$ cat config.mk
export PLATFORM = sky130hd
export DESIGN_NAME = spc_sleep_ctrl
export DESIGN_NICKNAME = d
export VERILOG_FILES = /design/src/verilog/spc_pkg.sv /design/src/verilog/spc_sleep_ctrl.sv /design/src/verilog/spc_sync.sv
export SDC_FILE = /design/constraint.sdc
export NUM_CORES = 1
export LEC_CHECK = 0
export BUFFER_PORTS_ARGS = -buffer_cell sky130_fd_sc_hd__buf_2
export CAP_MARGIN = 20
export CORE_MARGIN = 2
export CORE_UTILIZATION = 44
export DETAILED_ROUTE_END_ITERATION = 10
export HOLD_SLACK_MARGIN = 0.02
export PLACE_DENSITY = 0.68
export SYNTH_ARGS = -nofsm -noshare
export SYNTH_HDL_FRONTEND = slang
export SYNTH_SLANG_ARGS = --single-unit
$ cat constraint.sdc
create_clock -name clk -period 5.7 [get_ports clk]
set_input_delay 0.285 -clock clk [delete_from_list [all_inputs] [get_ports clk]]
set_output_delay 0.285 -clock clk [all_outputs]
set_load 0.02 [all_outputs]
$ cat src/verilog/spc_pkg.sv
// sleep-mode power controller: shared constants and carrier types
// assumes a single 50 MHz system clock and an 8-bit register port
package spc_pkg;

    // ------------------------------------------------------------
    // register map and field positions
    // ------------------------------------------------------------
    localparam logic [7:0] SPC_SLEEP_CTRL_OFS  = 8'h00;
    localparam logic [7:0] SPC_CORE_CTRL_OFS   = 8'h01;
    localparam logic [7:0] SPC_STATUS_OFS      = 8'h02;
    localparam int         SPC_SE_BIT          = 0;
    localparam int         SPC_SM_LSB          = 1;
    localparam int         SPC_BSB_BIT         = 6;
    localparam int         SPC_BSB_EN_BIT      = 5;
    localparam logic       SPC_SE_RST          = 1'b0;
    localparam logic [2:0] SPC_SM_RST          = 3'h0;
    localparam logic       SPC_BSB_RST         = 1'b0;

    // ------------------------------------------------------------
    // sleep mode encodings
    // ------------------------------------------------------------
    localparam logic [2:0] SPC_MODE_IDLE       = 3'h0;
    localparam logic [2:0] SPC_MODE_NOISE      = 3'h1;
    localparam logic [2:0] SPC_MODE_PDOWN      = 3'h2;
    localparam logic [2:0] SPC_MODE_PSAVE      = 3'h3;
    localparam logic [2:0] SPC_MODE_STBY       = 3'h6;
    localparam logic [2:0] SPC_MODE_XSTBY      = 3'h7;

    // ------------------------------------------------------------
    // timing
    // ------------------------------------------------------------
    localparam int SPC_CLK_PERIOD_PS   = 20000;
    localparam int SPC_BOD_WAKE_US     = 60;
    localparam int SPC_BOD_WAKE_CYC    =
        (SPC_BOD_WAKE_US * 1000000 + SPC_CLK_PERIOD_PS - 1) / SPC_CLK_PERIOD_PS;
    localparam int SPC_STBY_WAKE_CYC   = 6;
    localparam int SPC_HALT_CYC        = 4;
    localparam int SPC_BSB_WINDOW_CYC  = 4;
    localparam int SPC_CNT_W           = 12;

    typedef enum logic [2:0] {
        SPC_ST_ACTIVE  = 3'b000,
        SPC_ST_SLEEP   = 3'b001,
        SPC_ST_STARTUP = 3'b010,
        SPC_ST_HALT    = 3'b011,
        SPC_ST_SERVICE = 3'b100
    } spc_state_t;

    typedef struct packed {
        logic core_clk_en;
        logic flash_clk_en;
        logic io_clk_en;
        logic converter_clk_en;
        logic async_clk_en;
        logic touch_clk_en;
        logic main_osc_en;
        logic timer_osc_en;
    } spc_gate_t;

    typedef struct packed {
        logic [1:0] ext_irq_edge;
        logic       pin_change_irq;
        logic       two_wire_match;
        logic       watchdog_irq;
        logic       serial_start_frame;
        logic       async_timer_irq;
        logic       self_program_ready;
        logic       converter_done;
        logic       other_io_irq;
    } spc_wake_t;

endpackage

$ cat src/verilog/spc_sleep_ctrl.sv
// sleep-mode power controller: sleep entry, clock gating, wake-up
// sequencing and software brown-out disable
// assumes the core gives a one-cycle sleep pulse and honours core_halt
// Functional notes
// - sleep needs enable bit plus instruction
// - three-bit select picks the sleep state
// - mode codes; standby needs external clock
// - each mode gates its own clock set
// - wake sources allowed per mode table
// - outside idle, dedicated irqs wake on level
// - serial wakes only via start frame
// - async timer wake needs asynchronous clocking; idle wakes on the timer without it
// - brown-out disable only in deep modes
// - four halt cycles after start-up, then service
// - register file and memory kept across sleep
// - reset in sleep restarts from reset vector
// - brown-out disable matters only when fused on
// - detector off as soon as sleep entered
// - wake-up re-enables the brown-out detector
// - about 60 us wake when detector was off
// - brown-out sleep bit one disables, resets zero
// - timed enable sequence guards that bit
// - standby modes wake in six cycles
//
// Our own choices: the strobed register port and the register offsets.
`timescale 1ns/1ps
module spc_sleep_ctrl
    import spc_pkg::*;
#(
    parameter int STARTUP_CYC = 16
) (
    // clock and reset
    input  wire logic       clk,
    input  wire logic       reset_n,
    // register port
    input  wire logic [7:0] reg_addr,
    input  wire logic [7:0] reg_wdata,
    input  wire logic       reg_wr,
    input  wire logic       reg_rd,
    output logic      [7:0] reg_rdata,
    // core side
    input  wire logic       sleep_instr,
    output logic            core_halt,
    output logic            irq_service,
    output logic            sleeping,
    // straps and pins
    input  wire logic       ext_clock_option,
    input  wire logic       bod_fuse_enable,
    input  wire logic [1:0] ext_irq_level_n,
    input  wire logic       async_timer_async,
    // wake events from on-chip logic
    input  spc_wake_t       wake_evt,
    // power outputs
    output spc_gate_t       clk_gate,
    output logic            bod_enable
);

    // ------------------------------------------------------------
    // state
    // ------------------------------------------------------------
    typedef struct packed {
        spc_state_t           state;
        logic                 sleep_enable_bit;
        logic [2:0]           sleep_mode_select;
        logic [2:0]           mode;
        logic                 brownout_sleep_bit;
        logic [2:0]           bsb_window;
        logic                 bod_off;
        logic [SPC_CNT_W-1:0] cnt;
        logic [7:0]           rdata;
    } spc_regs_t;

    spc_regs_t r;
    spc_regs_t next_r;

    logic [2:0] pin_sync;
    logic       ext_clk_ok;
    logic [1:0] ext_level;
    logic       wake;
    logic       deep_mode;
    logic       mode_ok;

    spc_sync #(.WIDTH(3)) u_sync (
        .clk     (clk),
        .reset_n (reset_n),
        .din     ({ext_clock_option, ~ext_irq_level_n}),
        .dout    (pin_sync)
    );
    assign ext_clk_ok = pin_sync[2];
    assign ext_level  = pin_sync[1:0];

    // ------------------------------------------------------------
    // decode functions
    // ------------------------------------------------------------
    function automatic spc_gate_t gate_f(input logic [2:0] m, input logic as_t);
        spc_gate_t g;
        g = '0;
        case (m)
            SPC_MODE_IDLE:
            begin
                g = '1;
                g.core_clk_en  = 1'b0;
                g.flash_clk_en = 1'b0;
            end
            SPC_MODE_NOISE:
            begin
                g.converter_clk_en = 1'b1;
                g.async_clk_en     = 1'b1;
                g.touch_clk_en     = 1'b1;
                g.main_osc_en      = 1'b1;
                g.timer_osc_en     = as_t;
            end
            SPC_MODE_PSAVE:
            begin
                g.async_clk_en = as_t;
                g.touch_clk_en = 1'b1;
                g.timer_osc_en = as_t;
            end
            SPC_MODE_STBY:
                g.main_osc_en = 1'b1;
            SPC_MODE_XSTBY:
            begin
                g.async_clk_en = as_t;
                g.touch_clk_en = 1'b1;
                g.main_osc_en  = 1'b1;
                g.timer_osc_en = as_t;
            end
            default:
                g = '0;
        endcase
        return g;
    endfunction

    function automatic logic deep_f(input logic [2:0] m);
        return (m == SPC_MODE_PDOWN) || (m == SPC_MODE_PSAVE) ||
               (m == SPC_MODE_STBY)  || (m == SPC_MODE_XSTBY);
    endfunction

    // ------------------------------------------------------------
    // wake decision
    // ------------------------------------------------------------
    always_comb
    begin
        logic idle_like;
        logic timer_ok;
        idle_like = (r.mode == SPC_MODE_IDLE) || (r.mode == SPC_MODE_NOISE);
        timer_ok  = (r.mode != SPC_MODE_PDOWN) && (r.mode != SPC_MODE_STBY);
        wake = (|ext_level) || wake_evt.pin_change_irq ||
               wake_evt.two_wire_match || wake_evt.watchdog_irq ||
               wake_evt.serial_start_frame;
        if (r.mode == SPC_MODE_IDLE)
            wake = wake || (|wake_evt.ext_irq_edge) || wake_evt.other_io_irq;
        if (timer_ok && (async_timer_async || r.mode == SPC_MODE_IDLE))
            wake = wake || wake_evt.async_timer_irq;
        if (idle_like)
            wake = wake || wake_evt.self_program_ready || wake_evt.converter_done;
    end

    assign deep_mode = deep_f(r.mode);
    // reserved codes and standby without an external clock do not sleep
    assign mode_ok = (r.sleep_mode_select == SPC_MODE_IDLE)  ||
                     (r.sleep_mode_select == SPC_MODE_NOISE) ||
                     (r.sleep_mode_select == SPC_MODE_PDOWN) ||
                     (r.sleep_mode_select == SPC_MODE_PSAVE) ||
                     (deep_f(r.sleep_mode_select) && ext_clk_ok);

    // ------------------------------------------------------------
    // next state
    // ------------------------------------------------------------
    always_comb
    begin
        next_r       = r;
        next_r.rdata = 8'h00;
        if (r.bsb_window != 3'h0)
            next_r.bsb_window = r.bsb_window - 3'h1;

        // register writes
        if (reg_wr && reg_addr == SPC_SLEEP_CTRL_OFS)
        begin
            next_r.sleep_enable_bit  = reg_wdata[SPC_SE_BIT];
            next_r.sleep_mode_select = reg_wdata[SPC_SM_LSB +: 3];
        end
        if (reg_wr && reg_addr == SPC_CORE_CTRL_OFS)
        begin
            if (reg_wdata[SPC_BSB_EN_BIT] && reg_wdata[SPC_BSB_BIT])
            begin
                if (r.bsb_window == 3'h0)
                    next_r.bsb_window = 3'(SPC_BSB_WINDOW_CYC);
            end
            else if (!reg_wdata[SPC_BSB_EN_BIT] && r.bsb_window != 3'h0)
            begin
                next_r.brownout_sleep_bit = reg_wdata[SPC_BSB_BIT];
                next_r.bsb_window         = 3'h0;
            end
        end

        case (r.state)
            SPC_ST_ACTIVE:
                // enable clear or an unusable code leaves the core running
                if (sleep_instr && r.sleep_enable_bit && mode_ok)
                begin
                    next_r.state = SPC_ST_SLEEP;
                    next_r.mode  = r.sleep_mode_select;
                    next_r.bod_off = r.brownout_sleep_bit && bod_fuse_enable &&
                                     deep_f(r.sleep_mode_select);
                end
            SPC_ST_SLEEP:
                if (wake)
                begin
                    next_r.state = SPC_ST_STARTUP;
                    if (r.bod_off)
                        next_r.cnt = SPC_CNT_W'(SPC_BOD_WAKE_CYC - 1);
                    else if (r.mode == SPC_MODE_STBY || r.mode == SPC_MODE_XSTBY)
                        next_r.cnt = SPC_CNT_W'(SPC_STBY_WAKE_CYC - 1);
                    else
                        next_r.cnt = SPC_CNT_W'(STARTUP_CYC - 1);
                end
            SPC_ST_STARTUP:
                if (r.cnt == '0)
                begin
                    next_r.state = SPC_ST_HALT;
                    next_r.cnt   = SPC_CNT_W'(SPC_HALT_CYC - 1);
                    next_r.bod_off = 1'b0;
                    next_r.brownout_sleep_bit = 1'b0;
                end
                else
                    next_r.cnt = r.cnt - 1'b1;
            SPC_ST_HALT:
                if (r.cnt == '0)
                    next_r.state = SPC_ST_SERVICE;
                else
                    next_r.cnt = r.cnt - 1'b1;
            SPC_ST_SERVICE:
                next_r.state = SPC_ST_ACTIVE;
            default:
                next_r.state = SPC_ST_ACTIVE;
        endcase

        // register reads, answered in the next cycle
        if (reg_rd)
        begin
            case (reg_addr)
                SPC_SLEEP_CTRL_OFS:
                    next_r.rdata = {4'h0, r.sleep_mode_select, r.sleep_enable_bit};
                SPC_CORE_CTRL_OFS:
                    next_r.rdata = {1'b0, r.brownout_sleep_bit,
                                    (r.bsb_window != 3'h0), 5'h00};
                SPC_STATUS_OFS:
                    next_r.rdata = {3'h0, bod_enable, sleeping, r.state};
                default:
                    next_r.rdata = 8'h00;
            endcase
        end
    end

    // a reset in any state lands in active; the core restarts at its vector
    always_ff @(posedge clk or negedge reset_n)
    begin
        if (!reset_n)
        begin
            r                    <= '0;
            r.state              <= SPC_ST_ACTIVE;
            r.sleep_enable_bit   <= SPC_SE_RST;
            r.sleep_mode_select  <= SPC_SM_RST;
            r.brownout_sleep_bit <= SPC_BSB_RST;
        end
        else
            r <= next_r;
    end

    // ------------------------------------------------------------
    // outputs
    // ------------------------------------------------------------
    // halting rather than resetting the core keeps its registers and memory
    assign core_halt   = (r.state != SPC_ST_ACTIVE);
    assign sleeping    = (r.state == SPC_ST_SLEEP);
    assign irq_service = (r.state == SPC_ST_SERVICE);
    assign reg_rdata   = r.rdata;
    assign bod_enable  = bod_fuse_enable && !(r.bod_off &&
                         (sleeping || r.state == SPC_ST_STARTUP));
    always_comb
    begin
        clk_gate = '1;
        if (sleeping)
            clk_gate = gate_f(r.mode, async_timer_async);
        else if (r.state == SPC_ST_STARTUP)
        begin
            clk_gate             = gate_f(r.mode, async_timer_async);
            clk_gate.main_osc_en = 1'b1;
        end
    end
endmodule

$ cat src/verilog/spc_sync.sv
// two-stage synchroniser for pin-level inputs
// assumes inputs are quasi-static relative to the system clock
`timescale 1ns/1ps
module spc_sync #(
    parameter int WIDTH = 1
) (
    // clock and reset
    input  wire logic             clk,
    input  wire logic             reset_n,
    // data
    input  wire logic [WIDTH-1:0] din,
    output logic      [WIDTH-1:0] dout
);
    logic [WIDTH-1:0] meta;

    genvar g;
    generate
        for (g = 0; g < WIDTH; g++)
        begin : g_bit
            always_ff @(posedge clk or negedge reset_n)
            begin
                if (!reset_n)
                begin
                    meta[g] <= 1'b0;
                    dout[g] <= 1'b0;
                end
                else
                begin
                    meta[g] <= din[g];
                    dout[g] <= meta[g];
                end
            end
        end
    endgenerate
endmodule

Word level (Yosys, flattened, before mapping)
Index checks and enable logic that the tools add are counted.

storage, ports and cells
  bits of input ports = 36
  logic and storage cells = 129
  output and inout bits = 20
  flip-flop bits (word level) = 41

operators by class
  equality and inequality tests = 22
  muxes and demuxes = 34
  bitwise gates (word level) = 1
  $add $sub $neg = 2
  reductions and logical operators = 55

operator list
  operator                 number
  $mux W12                 4
  $pmux W12 S3             1
  $mux W3                  7
  $pmux W7 S3              1
  $logic_or A1 B1 Y1       20
  $mux W8                  2
  $eq A3 B2 Y1 const B     5
  $eq A3 B3 Y1 const B     5
  $logic_and A1 B1 Y1      13
  $logic_not A12 Y1        1
  $logic_not A3 Y1         4
  $mux W4                  3
  $pmux W3 S4              1
  $sub A12 B1 Y12 const B  1
  $mux W1                  11
  $eq A3 B1 Y1 const B     3
  $reduce_bool A3 Y1       3
  $eq A8 B1 Y1 const B     1
  $eq A8 B2 Y1 const B     1
  $logic_not A8 Y1         1
  $ne A2 B2 Y1 const B     4
  $reduce_or A2 Y1         4
  $mux W7                  1
  $reduce_and A3 Y1        2
  13 further kinds         15

Longest topological paths before layout
  depth in word-level cells = 15
  mapped depth = 9
  depth with buffers taken out = 9

Modules after synthesis
Synthesis repeated with hierarchy kept, for this count alone.

unflattened totals
  cell total of the unflattened synthesis = 238
  area, all modules = 2217.1 um2

by module, submodules not included
  module          cells each  seq. area each (um2)  instances  area an instance (um2)
  spc_sleep_ctrl  232         850.8                 1          2067.0
  spc_sync        6           150.1                 1          150.1

Worst setup path before layout
OpenSTA, ideal clock, no wires.

  kind = register to register
  from = register r[34] in the netlist's numbering
  to = register r[8] in the netlist's numbering
  path buffers = 1
  period minus slack after synthesis = 2.219 ns
  library setup time = 0.125 ns
  data required time = 5.575 ns
  stages on the path, launching flop included = 8
  arrival time = 2.094 ns
  path slack = 3.481 ns
  cells stage by stage = dfrtp_1 clkbuf_1 nor3b_1 o31a_1 a311oi_2 nand2_4 inv_4 mux2_4

between the ends
  cells in the longest elaborated chain, start to end = 3
  elaborated cells on any way between the ends = 8
  classes of those cells = 5 x eq/ne; 1 x mux; 2 x reduce/logical

RTL lines
  what                                                                 RTL line               source
  start, declared                                                      spc_sleep_ctrl.sv:73   spc_regs_t r;
  start signal, assigned                                               spc_sleep_ctrl.sv:268  r <= next_r;
  $eq A3 B1 Y1 *                                                       --
  net sleeping                                                         spc_sleep_ctrl.sv:45   output logic sleeping,
  $ne A2 B1 Y1 (no source line) or $reduce_bool A3 Y1 (tied branches)  --
  $reduce_and A3 Y1 (no source line)                                   --

Mark *: on every way through the listed nets, which the timed path passes. The rest lies on a longest branch.
A chain may end at the register's enable or synchronous reset.

Worst setup path after layout
  from = register r[32] in the netlist's numbering
  to = register r[8] in the netlist's numbering

between the ends
  cells in the longest elaborated chain, start to end = 3
  elaborated cells on any way between the ends = 8
  classes of those cells = 5 x eq/ne; 1 x mux; 2 x reduce/logical

RTL lines
  what                                                   RTL line               source
  $eq A3 B2 Y1 or $eq A3 B1 Y1 (tied branches)           spc_sleep_ctrl.sv:197  case (r.state)
  $ne A2 B2 Y1 (no source line) (tied with other cells)  --
  $reduce_and A3 Y1 (no source line)                     --

Parallel ways exist; a longest one is shown, timed or not.

==> results.sh <==
export IMPL_cts_sinks=40
export IMPL_cts_setup_buffers=0
export IMPL_die_area_um2=5794
export IMPL_powerDensity_nw_per_um2=295.9
export IMPL_coreArea_um2=5075
export IMPL_insertion_delay_ns=0.30
export IMPL_worst_setup_path_type="flip-flop to flip-flop"
export IMPL_status="finished, final reports clean"
export IMPL_async_reset_ff_frac=1.000
export IMPL_htreeDepth=2
export IMPL_synth_area_leaders="dfrtp_1, nor2_1, mux2_2"
export IMPL_dp_hpwl_um=3498
export IMPL_synth_top_cell_area_share=0.4374
export IMPL_ctsRootBufferMaster="clkbuf_8"
export IMPL_io_pins=56
export IMPL_start_util=0.4509
export IMPL_diodes=0
export IMPL_start_kind="flip-flop"
export IMPL_finClkSkew_ns=0.01006
export IMPL_grtUsageMet1=0.2305
export IMPL_yosysWarnings=0
export IMPL_nNetsFinal=316
export IMPL_max_slew_margin=0.3050
export IMPL_drv_cap=0
export IMPL_crit_slowest_cell="a311oi_2"
export IMPL_grt_overflow=0
export IMPL_grt_start_max_net_pins=41
export IMPL_tritoncts="yes"
export IMPL_gr_usage_all_layers=0.1741
export IMPL_yosysTopAreaCell="dfrtp_1"
export IMPL_slew_violations=0
export IMPL_seq_area_frac_synth=0.4374
export IMPL_drt_iter0_drc=91
export IMPL_grt_pass1_vias=1791
export IMPL_synth_cell_area_um2=2288
export IMPL_crit_chain="nor3b_1 > o31a_1 > a311oi_2 > nand2_4 > inv_4 > mux2_4"
export IMPL_gr_usage_met2=0.2830
export IMPL_numPortBuffers=52
export IMPL_synthTopCellsByCount="dfrtp_1, nor2_1, nand3_1, nand2_1, inv_1"
export IMPL_drc_errors=0
export IMPL_finalHoldViolCount=0
export IMPL_antenna_found_initial=0
export IMPL_synth_most_common_cell="dfrtp_1"
export IMPL_period_needed_ns=2.613
export IMPL_postRouteAntennaNets=0
export IMPL_hold_path_class="input port to flip-flop"
export IMPL_rows=26
export IMPL_setup_slack_ns=3.087
export IMPL_holdBufCountCts=0
export IMPL_timing_final_crit_share=0.4584
export IMPL_path_clk_slew_ns=0.08
export IMPL_tns_ns=0
export IMPL_dr_total_vias=1886
export IMPL_area_delta_synth_final_pct=14.43
export IMPL_wl_per_cell_um=13.75
export IMPL_setup_viol=0
export IMPL_dieWidth_um=76.12
export IMPL_worstPathArrival_ns=2.81
export IMPL_gp_congestion=0.9003
export IMPL_synth_ff_type="dfrtp_1"
export IMPL_path_max_fanout=12
export IMPL_dr_pass1_iters=4
export IMPL_routed_wl_um=4770
export IMPL_dpl_worst_slack_ns=3.138
export IMPL_syn_inst=240
export IMPL_die_height_um=76.12
export IMPL_synth_cell_types=56
export IMPL_synth_fp_nets=280
export IMPL_synth_edf_count=0
export IMPL_end_kind="flip-flop"
export IMPL_cts_buffer_depth=2
export IMPL_irDropWorstVdd_mv=0.1698
export IMPL_grt_pass1_wl_um=8300
export IMPL_cts_resized=0
export IMPL_drt_vias_per_instance=5.435
export IMPL_max_freq_mhz=382.7
export IMPL_tightest_slew_ns=1.043
export IMPL_synth_seq_cells=40
export IMPL_power_leakage_uw=0.001193
export IMPL_grt_setup_unrepaired="no"
export IMPL_avgSynthCellArea_um2=9.535
export IMPL_cts_made_buffers=5
export IMPL_grt_util_met3=0.04621
export IMPL_critPathMaxStageDelay_ns=0.91
export IMPL_drive_gt1_frac=0.2852
export IMPL_busiest_layer="met2"
export IMPL_cp_required_ns=5.89
path summary, 6_finish.rpt:
path | startpoint | endpoint | slack, ns | depth (start not counted)
max | r[32]$_DFFE_PN0P_ | r[8]$_DFFE_PN0P_ | 3.09 | 6
min | ext_clock_option | u_sync.meta[2]$_DFF_PN0_ | 0.08 | 1
max reg2reg | r[32]$_DFFE_PN0P_ | r[8]$_DFFE_PN0P_ | 3.09 | 6
min reg2reg | u_sync.meta[0]$_DFF_PN0_ | u_sync.dout[0]$_DFF_PN0_ | 0.35 | 0
max in group asynchronous | reset_n | r[23]$_DFF_PN0_ | 5.05 | 1
min in group asynchronous | reset_n | u_sync.meta[1]$_DFF_PN0_ | 0.09 | 1
metrics by stage:
step / utilization / instance area (um^2) / std cells / power [uW] / hold WS, ns
2_1_floorplan: - / 2288 / 240 / 501.5 / -0.01059
3_3_place_gp: 0.4931 / 2502 / 339 / 535.3 / 0.3333
3_5_place_dp: 0.4931 / 2502 / 339 / 544.0 / 0.3347
4_1_cts: 0.5160 / 2619 / 347 / 780.3 / 0.07958
5_1_grt: 0.5160 / 2619 / 347 / 825.5 / 0.07634
6_report: 0.5160 / 2619 / 347 / 774.8 / 0.08429
metal layers:
layer	up-vias	part of all wire	wire, um
li1	926	-	-
met1	886	0.46	2173
met2	68	0.47	2237
met3	6	0.064	304
met4	0	0.012	55
met5	-	0	0
state kept, by name, summed over array words and instances (netlist names):
| signal | count |
|---|---|
| reg_rdata | 7 |
| u_sync.dout | 3 |
| r | 27 |
| u_sync.meta | 3 |
kinds of logic (layout without fill, tap and decap cells):
family,after synthesis,in the layout,share of synthesized area
AND/OR/NAND/NOR,92,92,0.2176
adder cells (fa/ha/maj),4,4,0.02187
buffers and inverters,36,73,0.08092
XOR/XNOR,3,3,0.01148
other,1,1,0.001639
multiplexers,13,13,0.06288
flip-flops,40,40,0.4374
AO/OA/AOI/OAI,51,51,0.1662
layout by cell type (no fill, tap or decap), types with 2 or more instances in the layout:
master and n:
nand2b_1 6, and2_1 2, a31o_2 3, o211ai_1 2, nand3_1 14, mux2_2 7
nor2_1 25, o31ai_1 2, nor3_1 6, a31oi_1 6, clkinv_4 2, a32oi_1 2
nand4_1 3, nor3b_1 2, ha_1 4, buf_2 52, o21ai_0 8, mux2i_1 5
o2bb2ai_1 9, nor2b_1 2, or3_1 4, inv_1 12, nor4_1 4, or4_4 2
a21oi_1 5, and3_1 2, clkbuf_8 5, nand2_1 13, o41ai_1 2, xnor2_1 2
dfrtp_1 40
power breakdown:
| part | switching (uW) | internal [uW] |
|---|---|---|
| logic | 78.6 | 79.7 |
| clock network | 104 | 132 |
| registers | 51.7 | 329 |
| total | 235 | 540 |
final cells by class:
| type | count | area (um^2) |
|---|---|---|
| fill | 506 | 2456 |
| inverter | 13 | 51.30 |
| tap | 70 | 87.58 |
| multi-input combinational | 164 | 1102 |
| sequential | 40 | 1001 |
| timing repair buffer | 52 | 260.3 |
| clock inverter | 3 | 47.55 |
| clock buffer | 5 | 68.82 |
worst max-delay path: cells and delay by family (launching register included):
kind | cells | cell delay, ns
and+or+nand+nor | 2 | 0.48
muxes | 1 | 0.29
AOI/OAI and AO/OA | 2 | 1.06
buffers and inverters | 1 | 0.13
DFF | 1 | 0.53
(Power assumes the default switching activity.)
